<file path="src/hdl/rbs_map.svh">
`ifndef RBS_MAP_SVH
`define RBS_MAP_SVH
`define RBS_ADDR_W          8
`define RBS_DATA_W          32
`define RBS_CTRL_OFS        8'h00
`define RBS_STATUS_OFS      8'h04
`define RBS_SWEN_BIT        7
`define RBS_FS_BIT          6
`define RBS_RDY_BIT         0
`define RBS_SWEN_RST        1'b1
`define RBS_FS_RST          1'b0
`define RBS_ST_LSB          0
`define RBS_ST_MSB          7
`define RBS_STAT_RST_BIT    8
`define RBS_STAT_PROT_BIT   9
`define RBS_STAT_EN_BIT     10
`define RBS_RESP_OKAY       2'h0
`define RBS_RESP_SLVERR     2'h2
`define RBS_CLK_PERIOD_NS   50
`define RBS_CLK_MHZ         20
`define RBS_PUT_TIME_US     64000
`define RBS_PUT_CYCLES      (`RBS_PUT_TIME_US * `RBS_CLK_MHZ)
`define RBS_PUT_W           21
`define RBS_FILT_TIME_NS    1000
`define RBS_FILT_CYCLES     ((`RBS_FILT_TIME_NS + `RBS_CLK_PERIOD_NS - 1) / `RBS_CLK_PERIOD_NS)
`define RBS_FILT_W          8
`define RBS_EXEC_DELAY      10
`define RBS_DLY_W           4
`endif

</file>
<file path="src/hdl/rbs_pkg.sv">
`include "rbs_map.svh"
package rbs_pkg;
  typedef enum logic [1:0] {
    MODE_OFF     = 2'h0,
    MODE_SW      = 2'h1,
    MODE_NOSLEEP = 2'h2,
    MODE_ON      = 2'h3
  } rbs_mode_t;

  typedef enum logic [7:0] {
    ST_POR   = 8'h01,
    ST_PUT   = 8'h02,
    ST_WAIT  = 8'h04,
    ST_PIN   = 8'h08,
    ST_DELAY = 8'h10,
    ST_RUN   = 8'h20,
    ST_SLEEP = 8'h40,
    ST_WAKE  = 8'h80
  } rbs_state_t;

  typedef struct packed {
    rbs_state_t              st;
    logic [`RBS_PUT_W-1:0]   put_cnt;
    logic [`RBS_FILT_W-1:0]  filt_cnt;
    logic [`RBS_DLY_W-1:0]   dly_cnt;
    logic                    sw_en;
    logic                    fast_start;
    logic                    circ_en_out;
    logic                    bandgap_out;
    logic                    level_out;
    logic                    aw_got;
    logic [`RBS_ADDR_W-1:0]  aw_addr;
    logic                    w_got;
    logic [`RBS_DATA_W-1:0]  w_data;
    logic [3:0]              w_strb;
    logic                    bvalid;
    logic [1:0]              bresp;
    logic                    rvalid;
    logic [`RBS_DATA_W-1:0]  rdata;
    logic [1:0]              rresp;
  } rbs_regs_t;
endpackage : rbs_pkg

</file>
<file path="src/hdl/rbs_sequencer.sv">
`timescale 1ns/1ps
`default_nettype none
`include "rbs_map.svh"
module rbs_sequencer #(
  parameter int unsigned PUT_CYCLES = `RBS_PUT_CYCLES
) (
  input  wire logic                     clk,
  input  wire logic                     reset,
  input  wire logic                     clk_en,
  input  wire logic                     por_active,
  input  wire logic                     brownout_below,
  input  wire logic                     brownout_circuit_ready_in,
  input  wire logic                     low_power_brownout_req,
  input  wire logic                     external_reset_pin_n,
  input  wire logic                     pin_reset_en,
  input  wire logic                     watchdog_timer_reset,
  input  wire logic                     reset_instr,
  input  wire logic                     stack_overflow,
  input  wire logic                     stack_underflow,
  input  wire logic                     stack_reset_en,
  input  wire logic                     prog_mode_exit,
  input  wire logic                     powerup_timer_enable_n,
  input  wire rbs_pkg::rbs_mode_t       brownout_mode_select,
  input  wire logic                     brownout_level_select,
  input  wire logic                     osc_startup_done,
  input  wire logic                     sleep_active,
  output logic                          chip_reset,
  output logic                          cpu_exec_enable,
  output logic                          brownout_circuit_enable,
  output logic                          brownout_threshold_sel,
  output logic                          bandgap_force_on,
  input  wire logic [`RBS_ADDR_W-1:0]   s_axi_awaddr,
  input  wire logic                     s_axi_awvalid,
  output logic                          s_axi_awready,
  input  wire logic [`RBS_DATA_W-1:0]   s_axi_wdata,
  input  wire logic [3:0]               s_axi_wstrb,
  input  wire logic                     s_axi_wvalid,
  output logic                          s_axi_wready,
  output logic [1:0]                    s_axi_bresp,
  output logic                          s_axi_bvalid,
  input  wire logic                     s_axi_bready,
  input  wire logic [`RBS_ADDR_W-1:0]   s_axi_araddr,
  input  wire logic                     s_axi_arvalid,
  output logic                          s_axi_arready,
  output logic [`RBS_DATA_W-1:0]        s_axi_rdata,
  output logic [1:0]                    s_axi_rresp,
  output logic                          s_axi_rvalid,
  input  wire logic                     s_axi_rready
);
  import rbs_pkg::*;

  localparam logic [`RBS_FILT_W-1:0] FILT_LAST = `RBS_FILT_W'(`RBS_FILT_CYCLES);
  localparam logic [`RBS_PUT_W-1:0]  PUT_LAST  = `RBS_PUT_W'(PUT_CYCLES - 1);
  localparam logic [`RBS_DLY_W-1:0]  DLY_LAST  = `RBS_DLY_W'(`RBS_EXEC_DELAY - 1);

  // modes in which the configuration forces the circuit on at start-up
  function automatic logic mode_forced(input rbs_mode_t m);
    return (m == MODE_ON) || (m == MODE_NOSLEEP);
  endfunction : mode_forced

  // whether the brown-out circuit is switched on at all
  function automatic logic mode_active(input rbs_mode_t m, input logic slp, input logic swe);
    logic a;
    a = 1'b0;
    unique case (m)
      MODE_ON:      a = 1'b1;
      MODE_NOSLEEP: a = !slp;
      MODE_SW:      a = swe;
      MODE_OFF:     a = 1'b0;
    endcase
    return a;
  endfunction : mode_active

  rbs_regs_t r_r;
  rbs_regs_t r_nxt;

  logic bo_on;
  logic prot;
  logic bo_hold;
  logic pin_act;
  logic pulse_src;
  logic pwr_src;
  logic start_ok;
  logic aw_hs;
  logic w_hs;
  logic ar_hs;

  // protection only bites once the analog side says it is up
  assign bo_on     = mode_active(brownout_mode_select, sleep_active, r_r.sw_en);
  assign prot      = bo_on && brownout_circuit_ready_in;
  // short dips never reach the counter's end, so they never reset
  assign bo_hold   = prot && brownout_below && (r_r.filt_cnt == FILT_LAST);
  assign pwr_src   = por_active || bo_hold || low_power_brownout_req
                     || prog_mode_exit;
  assign pin_act   = pin_reset_en && !external_reset_pin_n;
  assign pulse_src = watchdog_timer_reset || reset_instr
                     || (stack_reset_en && (stack_overflow || stack_underflow));
  assign start_ok  = osc_startup_done
                     && (!mode_forced(brownout_mode_select)
                         || (brownout_circuit_ready_in && !brownout_below));

  // sources act without waiting for a clock; release waits for the state machine
  assign chip_reset = pwr_src || pin_act || pulse_src
                      || (r_r.st inside {ST_POR, ST_PUT, ST_WAIT, ST_PIN, ST_DELAY});
  assign cpu_exec_enable = (r_r.st == ST_RUN) && !chip_reset;

  assign brownout_circuit_enable = r_r.circ_en_out;
  assign brownout_threshold_sel  = r_r.level_out;
  assign bandgap_force_on        = r_r.bandgap_out;

  assign s_axi_awready = clk_en && !r_r.aw_got && !r_r.bvalid;
  assign s_axi_wready  = clk_en && !r_r.w_got && !r_r.bvalid;
  assign s_axi_arready = clk_en && !r_r.rvalid;
  assign s_axi_bvalid  = r_r.bvalid;
  assign s_axi_bresp   = r_r.bresp;
  assign s_axi_rvalid  = r_r.rvalid;
  assign s_axi_rdata   = r_r.rdata;
  assign s_axi_rresp   = r_r.rresp;
  assign aw_hs = s_axi_awvalid && s_axi_awready;
  assign w_hs  = s_axi_wvalid && s_axi_wready;
  assign ar_hs = s_axi_arvalid && s_axi_arready;

  always_comb begin
    r_nxt = r_r;
    // analog controls are registered to keep them glitch free
    r_nxt.circ_en_out = bo_on;
    r_nxt.level_out   = brownout_level_select;
    // fast start is ignored in the always-on (MODE_ON) and the off modes
    r_nxt.bandgap_out = 1'b0;
    if ((brownout_mode_select == MODE_NOSLEEP) || (brownout_mode_select == MODE_SW)) begin
      r_nxt.bandgap_out = r_r.fast_start;
    end

    if (prot && brownout_below) begin
      if (r_r.filt_cnt != FILT_LAST) begin
        r_nxt.filt_cnt = r_r.filt_cnt + 1'b1;
      end
    end else begin
      r_nxt.filt_cnt = '0;
    end

    if (pwr_src) begin
      r_nxt.st = ST_POR;
    end else if (pulse_src) begin
      r_nxt.st = ST_WAIT;
    end else if (pin_act && !(r_r.st inside {ST_POR, ST_PUT})) begin
      r_nxt.st = ST_PIN;
    end else begin
      unique case (r_r.st)
        ST_POR: begin
          r_nxt.put_cnt = '0;
          r_nxt.st = powerup_timer_enable_n ? ST_WAIT : ST_PUT;
        end
        ST_PUT: begin
          // the pin does not stop this count
          if (r_r.put_cnt == PUT_LAST) begin
            r_nxt.st = ST_WAIT;
          end else begin
            r_nxt.put_cnt = r_r.put_cnt + 1'b1;
          end
        end
        ST_WAIT: begin
          if (start_ok) begin
            r_nxt.st = ST_RUN;
          end
        end
        ST_PIN: begin
          if (start_ok) begin
            r_nxt.st = ST_DELAY;
            r_nxt.dly_cnt = `RBS_DLY_W'(1);
          end else begin
            r_nxt.st = ST_WAIT;
          end
        end
        ST_DELAY: begin
          if (r_r.dly_cnt == DLY_LAST) begin
            r_nxt.st = ST_RUN;
          end else begin
            r_nxt.dly_cnt = r_r.dly_cnt + 1'b1;
          end
        end
        ST_RUN: begin
          if (sleep_active) begin
            r_nxt.st = ST_SLEEP;
          end
        end
        ST_SLEEP: begin
          if (!sleep_active) begin
            r_nxt.st = (brownout_mode_select == MODE_NOSLEEP) ? ST_WAKE : ST_RUN;
          end
        end
        ST_WAKE: begin
          if (brownout_circuit_ready_in) begin
            r_nxt.st = ST_RUN;
          end
        end
        default: r_nxt.st = ST_POR;
      endcase
    end

    // register bus: address and data may arrive in either order
    if (aw_hs) begin
      r_nxt.aw_got  = 1'b1;
      r_nxt.aw_addr = s_axi_awaddr;
    end
    if (w_hs) begin
      r_nxt.w_got  = 1'b1;
      r_nxt.w_data = s_axi_wdata;
      r_nxt.w_strb = s_axi_wstrb;
    end
    if (r_r.bvalid && s_axi_bready) begin
      r_nxt.bvalid = 1'b0;
    end
    if (r_r.aw_got && r_r.w_got && !r_r.bvalid) begin
      r_nxt.aw_got = 1'b0;
      r_nxt.w_got  = 1'b0;
      r_nxt.bvalid = 1'b1;
      r_nxt.bresp  = `RBS_RESP_OKAY;
      if (r_r.aw_addr == `RBS_CTRL_OFS) begin
        if (r_r.w_strb[0]) begin
          r_nxt.sw_en      = r_r.w_data[`RBS_SWEN_BIT];
          r_nxt.fast_start = r_r.w_data[`RBS_FS_BIT];
        end
      end else if (r_r.aw_addr != `RBS_STATUS_OFS) begin
        r_nxt.bresp = `RBS_RESP_SLVERR;
      end
    end
    // power-on, brown-out and programming-mode exit reload the control bits; pin, watchdog, instruction and stack resets leave them
    if (r_r.st == ST_POR) begin
      r_nxt.sw_en      = `RBS_SWEN_RST;
      r_nxt.fast_start = `RBS_FS_RST;
    end

    if (r_r.rvalid && s_axi_rready) begin
      r_nxt.rvalid = 1'b0;
    end
    if (ar_hs) begin
      r_nxt.rvalid = 1'b1;
      r_nxt.rresp  = `RBS_RESP_OKAY;
      r_nxt.rdata  = '0;
      if (s_axi_araddr == `RBS_CTRL_OFS) begin
        r_nxt.rdata[`RBS_SWEN_BIT] = r_r.sw_en;
        r_nxt.rdata[`RBS_FS_BIT]   = r_r.fast_start;
        r_nxt.rdata[`RBS_RDY_BIT]  = brownout_circuit_ready_in;
      end else if (s_axi_araddr == `RBS_STATUS_OFS) begin
        r_nxt.rdata[`RBS_ST_MSB:`RBS_ST_LSB] = r_r.st;
        r_nxt.rdata[`RBS_STAT_RST_BIT]       = chip_reset;
        r_nxt.rdata[`RBS_STAT_PROT_BIT]      = prot;
        r_nxt.rdata[`RBS_STAT_EN_BIT]        = bo_on;
      end else begin
        r_nxt.rresp = `RBS_RESP_SLVERR;
      end
    end
  end

  always_ff @(posedge clk) begin
    if (reset) begin
      r_r            <= '0;
      r_r.st         <= ST_POR;
      r_r.sw_en      <= `RBS_SWEN_RST;
      r_r.fast_start <= `RBS_FS_RST;
    end else if (clk_en) begin
      r_r <= r_nxt;
    end
  end
endmodule : rbs_sequencer
`default_nettype wire

</file>
<file path="config.mk">
export PLATFORM = sky130hd
export DESIGN_NAME = rbs_sequencer
export DESIGN_NICKNAME = d
export VERILOG_FILES = /design/src/hdl/rbs_pkg.sv /design/src/hdl/rbs_sequencer.sv
export VERILOG_INCLUDE_DIRS = /design/src /design/src/hdl
export SDC_FILE = /design/constraint.sdc
export NUM_CORES = 1
export LEC_CHECK = 0
export CAP_MARGIN = 10
export CORE_ASPECT_RATIO = 0.5
export CORE_MARGIN = 1.5
export CORE_UTILIZATION = 30
export DETAILED_ROUTE_END_ITERATION = 7
export DONT_BUFFER_PORTS = 1
export PLACE_DENSITY = 0.42
export SLEW_MARGIN = 10
export SYNTH_ARGS = -nofsm -noshare
export SYNTH_HDL_FRONTEND = slang
export SYNTH_SLANG_ARGS = --single-unit
</file>
<file path="constraint.sdc">
create_clock -name clk -period 2.72 [get_ports clk]
set_input_delay 0.408 -clock clk [delete_from_list [all_inputs] [get_ports clk]]
set_output_delay 0.408 -clock clk [all_outputs]
set_load 0.1 [all_outputs]
</file>
# Yosys cells after proc, flatten, opt, wreduce, memory -nomap -nowiden

Cells that the tools add are included.

Input bits: 78
Register bits: 109

Equal/unequal tests: 27
Bitwise gates (word level): 3
Reductions and logical operators: 69
Add/subtract/negate cells: 3
Mux-type cells: 43

Operator list:

| operator                | count |
|---|---|
| $mux W8                 | 12 |
| $pmux W8 S8             | 1 |
| $pmux W21 S2            | 1 |
| $mux W37                | 1 |
| $mux W35                | 1 |
| $add A21 B1 Y21 const B | 1 |
| $eq A21 B21 Y1 const B  | 1 |
| $logic_and A1 B1 Y1     | 21 |
| $mux W21                | 1 |
| $mux W2                 | 9 |
| $reduce_and A2 Y1       | 9 |
| $reduce_bool A2 Y1      | 9 |
| $eq A8 B3 Y1 const B    | 2 |
| $eq A8 B5 Y1 const B    | 2 |
| $logic_not A8 Y1        | 2 |
| $reduce_and A7 Y1       | 2 |
| $logic_or A1 B1 Y1      | 12 |
| $mux W11                | 1 |
| $logic_not A1 Y1        | 10 |
| $mux W5                 | 2 |
| $ne A5 B3 Y1 const B    | 2 |
| $ne A5 B4 Y1 const B    | 2 |
| $ne A5 B5 Y1 const B    | 2 |
| $mux W3                 | 3 |
| other kinds (25)        | 36 |

# Logic depth before layout (Yosys ltp)

Depth after elaboration: 14
Depth in mapped cells: 10
Gate-level depth less buffers: 8

# Worst setup path after synthesis

No wires, ideal clock.

Path type: input -> output
Start: input brownout_mode_select[1]
End: output cpu_exec_enable
Arrival: 3.904 ns
Stages on the path: 7
Path slack: -1.592 ns
Required time: 2.312 ns
Cells stage by stage: inv_1 > ha_1 > and2_1 > o311a_1 > nand2_1 > nand4b_1 > nor2_1

Word-level cells in the longest chain between the ends: 13
Elaborated cells between the ends (all ways): 16
Those cells by class: eq/ne (3); mux (1); reduce/logical (12)

Ends and longest elaborated chain:

| what                                  | line                 | source |
|---|---|---|
| start: declaration                    | rbs_sequencer.sv:23  | `input wire rbs_pkg::rbs_mode_t brownout_mode_select,` |
| $eq A2 B1 Y1 (tied with other cells)  | rbs_sequencer.sv:65  | `unique case (m)` |
| $pmux W1 S4 (*)                       | rbs_sequencer.sv:65  |  |
| $logic_and A1 B1 Y1 (*)               | rbs_sequencer.sv:90  | `assign prot = bo_on && brownout_circuit_ready_in;` |
| $logic_and A1 B1 Y1 (*) (2 in series) | rbs_sequencer.sv:92  | `assign bo_hold = prot && brownout_below && (r_r.filt_cnt == FILT_LAST);` |
| $logic_or A1 B1 Y1 (*) (2 in series)  | rbs_sequencer.sv:93  | `assign pwr_src = por_active \|\| bo_hold \|\| low_power_brownout_req` |
| $logic_or A1 B1 Y1 (*)                | rbs_sequencer.sv:94  | `\|\| prog_mode_exit;` |
| $logic_or A1 B1 Y1 (*) (2 in series)  | rbs_sequencer.sv:103 | `assign chip_reset = pwr_src \|\| pin_act \|\| pulse_src` |
| $logic_or A1 B1 Y1 (*)                | rbs_sequencer.sv:104 | `\|\| (r_r.st inside {ST_POR, ST_PUT, ST_WAIT, ST_PIN, ST_DELAY});` |
| net chip_reset                        | rbs_sequencer.sv:27  | `output logic chip_reset,` |
| $logic_not A1 Y1 (*)                  | rbs_sequencer.sv:105 | `assign cpu_exec_enable = (r_r.st == ST_RUN) && !chip_reset;` |
| $logic_and A1 B1 Y1 (*)               | rbs_sequencer.sv:105 |  |
| end: declaration                      | rbs_sequencer.sv:28  | `output logic cpu_exec_enable,` |

Mark *: on every way through the listed nets, which the timed path passes. The rest lies on a longest branch.

# Worst setup path in the final report

Start: register r_r[122] in the netlist's numbering
End: output cpu_exec_enable

Word-level cells in the longest chain between the ends: 5
Elaborated cells between the ends (all ways): 10
Those cells by class: eq/ne (6); reduce/logical (4)

Ends and longest elaborated chain:

| what                                 | line                 | source |
|---|---|---|
| start: declaration                   | rbs_sequencer.sv:74  | `rbs_regs_t r_r;` |
| start signal: assignment             | rbs_sequencer.sv:263 | `r_r <= r_nxt;` |
| $eq A8 B1 Y1 (tied with other cells) | rbs_sequencer.sv:104 |  |
| $reduce_bool A5 Y1                   | rbs_sequencer.sv:104 |  |
| $logic_or A1 B1 Y1                   | rbs_sequencer.sv:104 |  |
| $logic_not A1 Y1                     | rbs_sequencer.sv:105 |  |
| $logic_and A1 B1 Y1 (*)              | rbs_sequencer.sv:105 |  |

Mark *: on every way between the ends. The rest lies on a longest branch, timed or not.

==> impl_metrics.yaml <==
clocking:
  path_clk_slew_ns: 0.06
  cts_inserted_buffers: 9
  cts_root_buffer: "clkbuf_16"
  insertion_delay_ns: 0.34
  cts_tree: "built"
  cts_htree_levels: 3
  clockBufferDepth: 2
  numClockSinks: 74
setup_path:
  regToRegEndpoint: "r_r[105]"
  rrSetupSlack_ns: 0.27
  crit_path_start_kind: "flop"
  crit_start: "r_r[122]"
  critPathKind: "reg2out"
  crit_arrival_ns: 2.20
  required_ns: 2.31
  r2r-start: "r_r[93]"
  end_kind: "output pin"
  reg2regPathDepth: 8
  critPathMaxFanout: 9
placement:
  dpl.cell_count: 655
  place_congestion: 0.7606
  dp_hpwl_um: 7449
  dpl_cell_area_um2: 4278
  portBuffers: 0
sta:
  worst_slew_pin_slew_ns: 1.012
  setup_viol: 0
  hold_viol: 0
  clock_skew_ns: 0.006424
  maxSlewHeadroom_pct: 32.47
  grt_setup_unrepaired: "no"
  max_freq_mhz: 383.3
  final.setup.tns_ns: 0
  min_period_ns: 2.609
  maxSlewViolCount: 0
  fin_crit_sh_pct: 95.92
yosys:
  async_flop_share_pct: 0
  synth-edff-count: 0
  synthesis.instances: 497
  synth-seq-area-share_pct: 36.45
  synth_seq_cells: 74
  synth.distinct_cells: 62
  syn_avg_cell_area_um2: 8.177
  netlist_area_um2: 4064
  synth.largest_area_cell: "dfxtp_1"
  synth_top_area_share_pct: 36.45
  ys_dominant_reg_cell: "dfxtp_1"
  yosysWarnings: 0
  synth_area_leaders: "dfxtp_1 36%, buf_4 6.7%, nor2_1 5.4%"
floorplan:
  start_util_pct: 31.37
  rows: 29
  die_h_um: 85.30
  dieArea_um2: 14300
  fp.dieW_um: 167.6
  io_pins: 124
  core_um2: 12950
power:
  p_clk_share_pct: 47.4
  ir_drop_mv: 0.2557
  leakage_nw: 1.707
  comb_power_share_pct: 11.7
  power_switching_mw: 0.7966
  p_seq_share_pct: 41.0
  switching_share_pct: 28.70
  powerDensity_nw_per_um2: 601.1
  p_int_mw: 1.979
layout:
  fin_nets: 582
  largest_register: "r_r"
  instances_no_fill: 671
  antenna_cells: 0
  final_cell_mix: "74 x dfxtp_1, 55 x nor2_1, 46 x nand2_1"
  syn_to_final_growth_pct: 13.64
  nFillCells: 1361
  layout_commonest_cell: "dfxtp_1"
  largest_reg_flops: 56
  stdcell_area_um2: 4618
  drive_above_1_share_pct: 12.77
  post-route-util_pct: 35.65
route:
  wl_per_cell_um: 15.07
  via_per_inst: 5.033
  drtIter0Drc: 200
  wirelength_um: 10110
  drcViolationCount: 0
  ant_nets: 0
  drtPass1Iterations: 4
  vias: 3377
outcome:
  status: "finished clean"
min_path:
  hold_class: "in2reg"
  min-delay-start: "reset"
  hold_depth: 1
  worstHoldEndpoint: "r_r[94]"
global_route:
  grt_max_degree: 45
  grt_first_pass_wirelength_um: 16640
  antenna_found_initial: 0
  grt_pass1_vias: 3129
  grt-ovfl-total: 0
  grt_use_total_pct: 14.84
job:
  maxCapViolCount: 0
logic make-up (layout without fill, tap and decap cells):
family	count (synthesis)	in the layout	share of synthesized area, %
xor+xnor	21	21	4.526
buf+inv	68	50	9.821
mux	9	9	2.309
fa+ha+maj	8	8	2.463
simple gates	225	225	29.13
compound gates	91	91	15.21
other cells	1	23	0.09228
flops	74	74	36.45
worst max-delay path by stage:
stage | to | slack (ns) | depth (start not counted)
after floorplan | cpu_exec_enable | -0.82 | 7
after global placement | cpu_exec_enable | 0.28 | 6
after detailed placement | r_r[109] | 0.28 | 8
after CTS | cpu_exec_enable | 0.06 | 6
after global routing | cpu_exec_enable | 0.0006 | 6
final | cpu_exec_enable | 0.11 | 6
Yosys cell counts, types with 2 or more instances:
cell and n:
or3_1 5, o2111ai_1 2, o21a_1 4, o2bb2ai_1 2, or4_1 5, buf_2 7
buf_4 36, nand2_1 47, xor2_1 20, and3_1 12, mux2_2 3, nand2b_1 10
nor4b_1 4, and2_1 9, inv_1 8, nor2b_1 9, dfxtp_1 74, o211ai_1 3
nor4_1 4, nor3b_1 3, mux2i_1 6, nand3_1 18, o21ai_0 10, a22oi_1 9
o31ai_1 3, nand3_2 2, nor2_1 59, o32ai_1 2, nand4_1 14, a31oi_1 2
nand4b_1 2, a21oi_1 34, and4_1 4, a211oi_1 4, a22o_1 2, ha_1 8
clkbuf_1 16, nor3_1 9, nand3b_1 3
layout make-up:
type	instances	area (µm²)	share of cell area [%]
Timing Repair Buffer	25	225.2	4.877
Multi-Input combinational cell	377	2332	50.50
Clock inverter	7	100.1	2.167
Inverter	9	41.29	0.8941
Tap cell	170	212.7	4.606
Clock buffer	9	225.2	4.877
Sequential cell	74	1481	32.08
per-layer routing:
metal	global-route usage [%]	share of wire (%)	up-vias
met5	0	0	-
met4	4.586	1.2	0
met3	4.291	5.4	15
met2	22.39	41	92
met1	20.42	52	1566
li1	-	-	1704
timing repair:
item / 4_1_cts / 5_1_grt
hold endpoints to repair: 0 / 0
resized for setup: 1 / 1
buffers inserted: 0 / 0
endpoints found under the setup margin: 2 / 2
pin swaps: 0 / 0
hold buffers: 0 / 0
critical path: stages, from the launching register on:
cell and delay (ns):
dfxtp_1 0.43, or4_1 0.62, nor4_4 0.23, a21oi_1 0.12
nand4b_1 0.23, nor2_4 0.06, buf_12 0.17
per-stage QoR:
stage | worst slack [ns] | hold WS [ns] | total power [mW]
after floorplan | -0.8172 | 0.4323 | 1.472
after global placement | 0.2810 | 0.4377 | 1.486
after detailed placement | 0.2847 | 0.4415 | 1.485
after CTS | 0.06169 | 0.1228 | 2.822
after global routing | 0.0006410 | 0.1198 | 2.899
final | 0.1110 | 0.1343 | 2.776
power by group through the flow:
stage / clock network, mW / logic (mW) / registers [mW]
floorplan: 0 / 0.317 / 1.16
global placement: 0 / 0.324 / 1.16
detailed placement: 0 / 0.323 / 1.16
CTS: 1.36 / 0.325 / 1.14
global route: 1.42 / 0.343 / 1.14
finish: 1.32 / 0.324 / 1.14
Note: power is estimated with default switching activity, not from simulation.
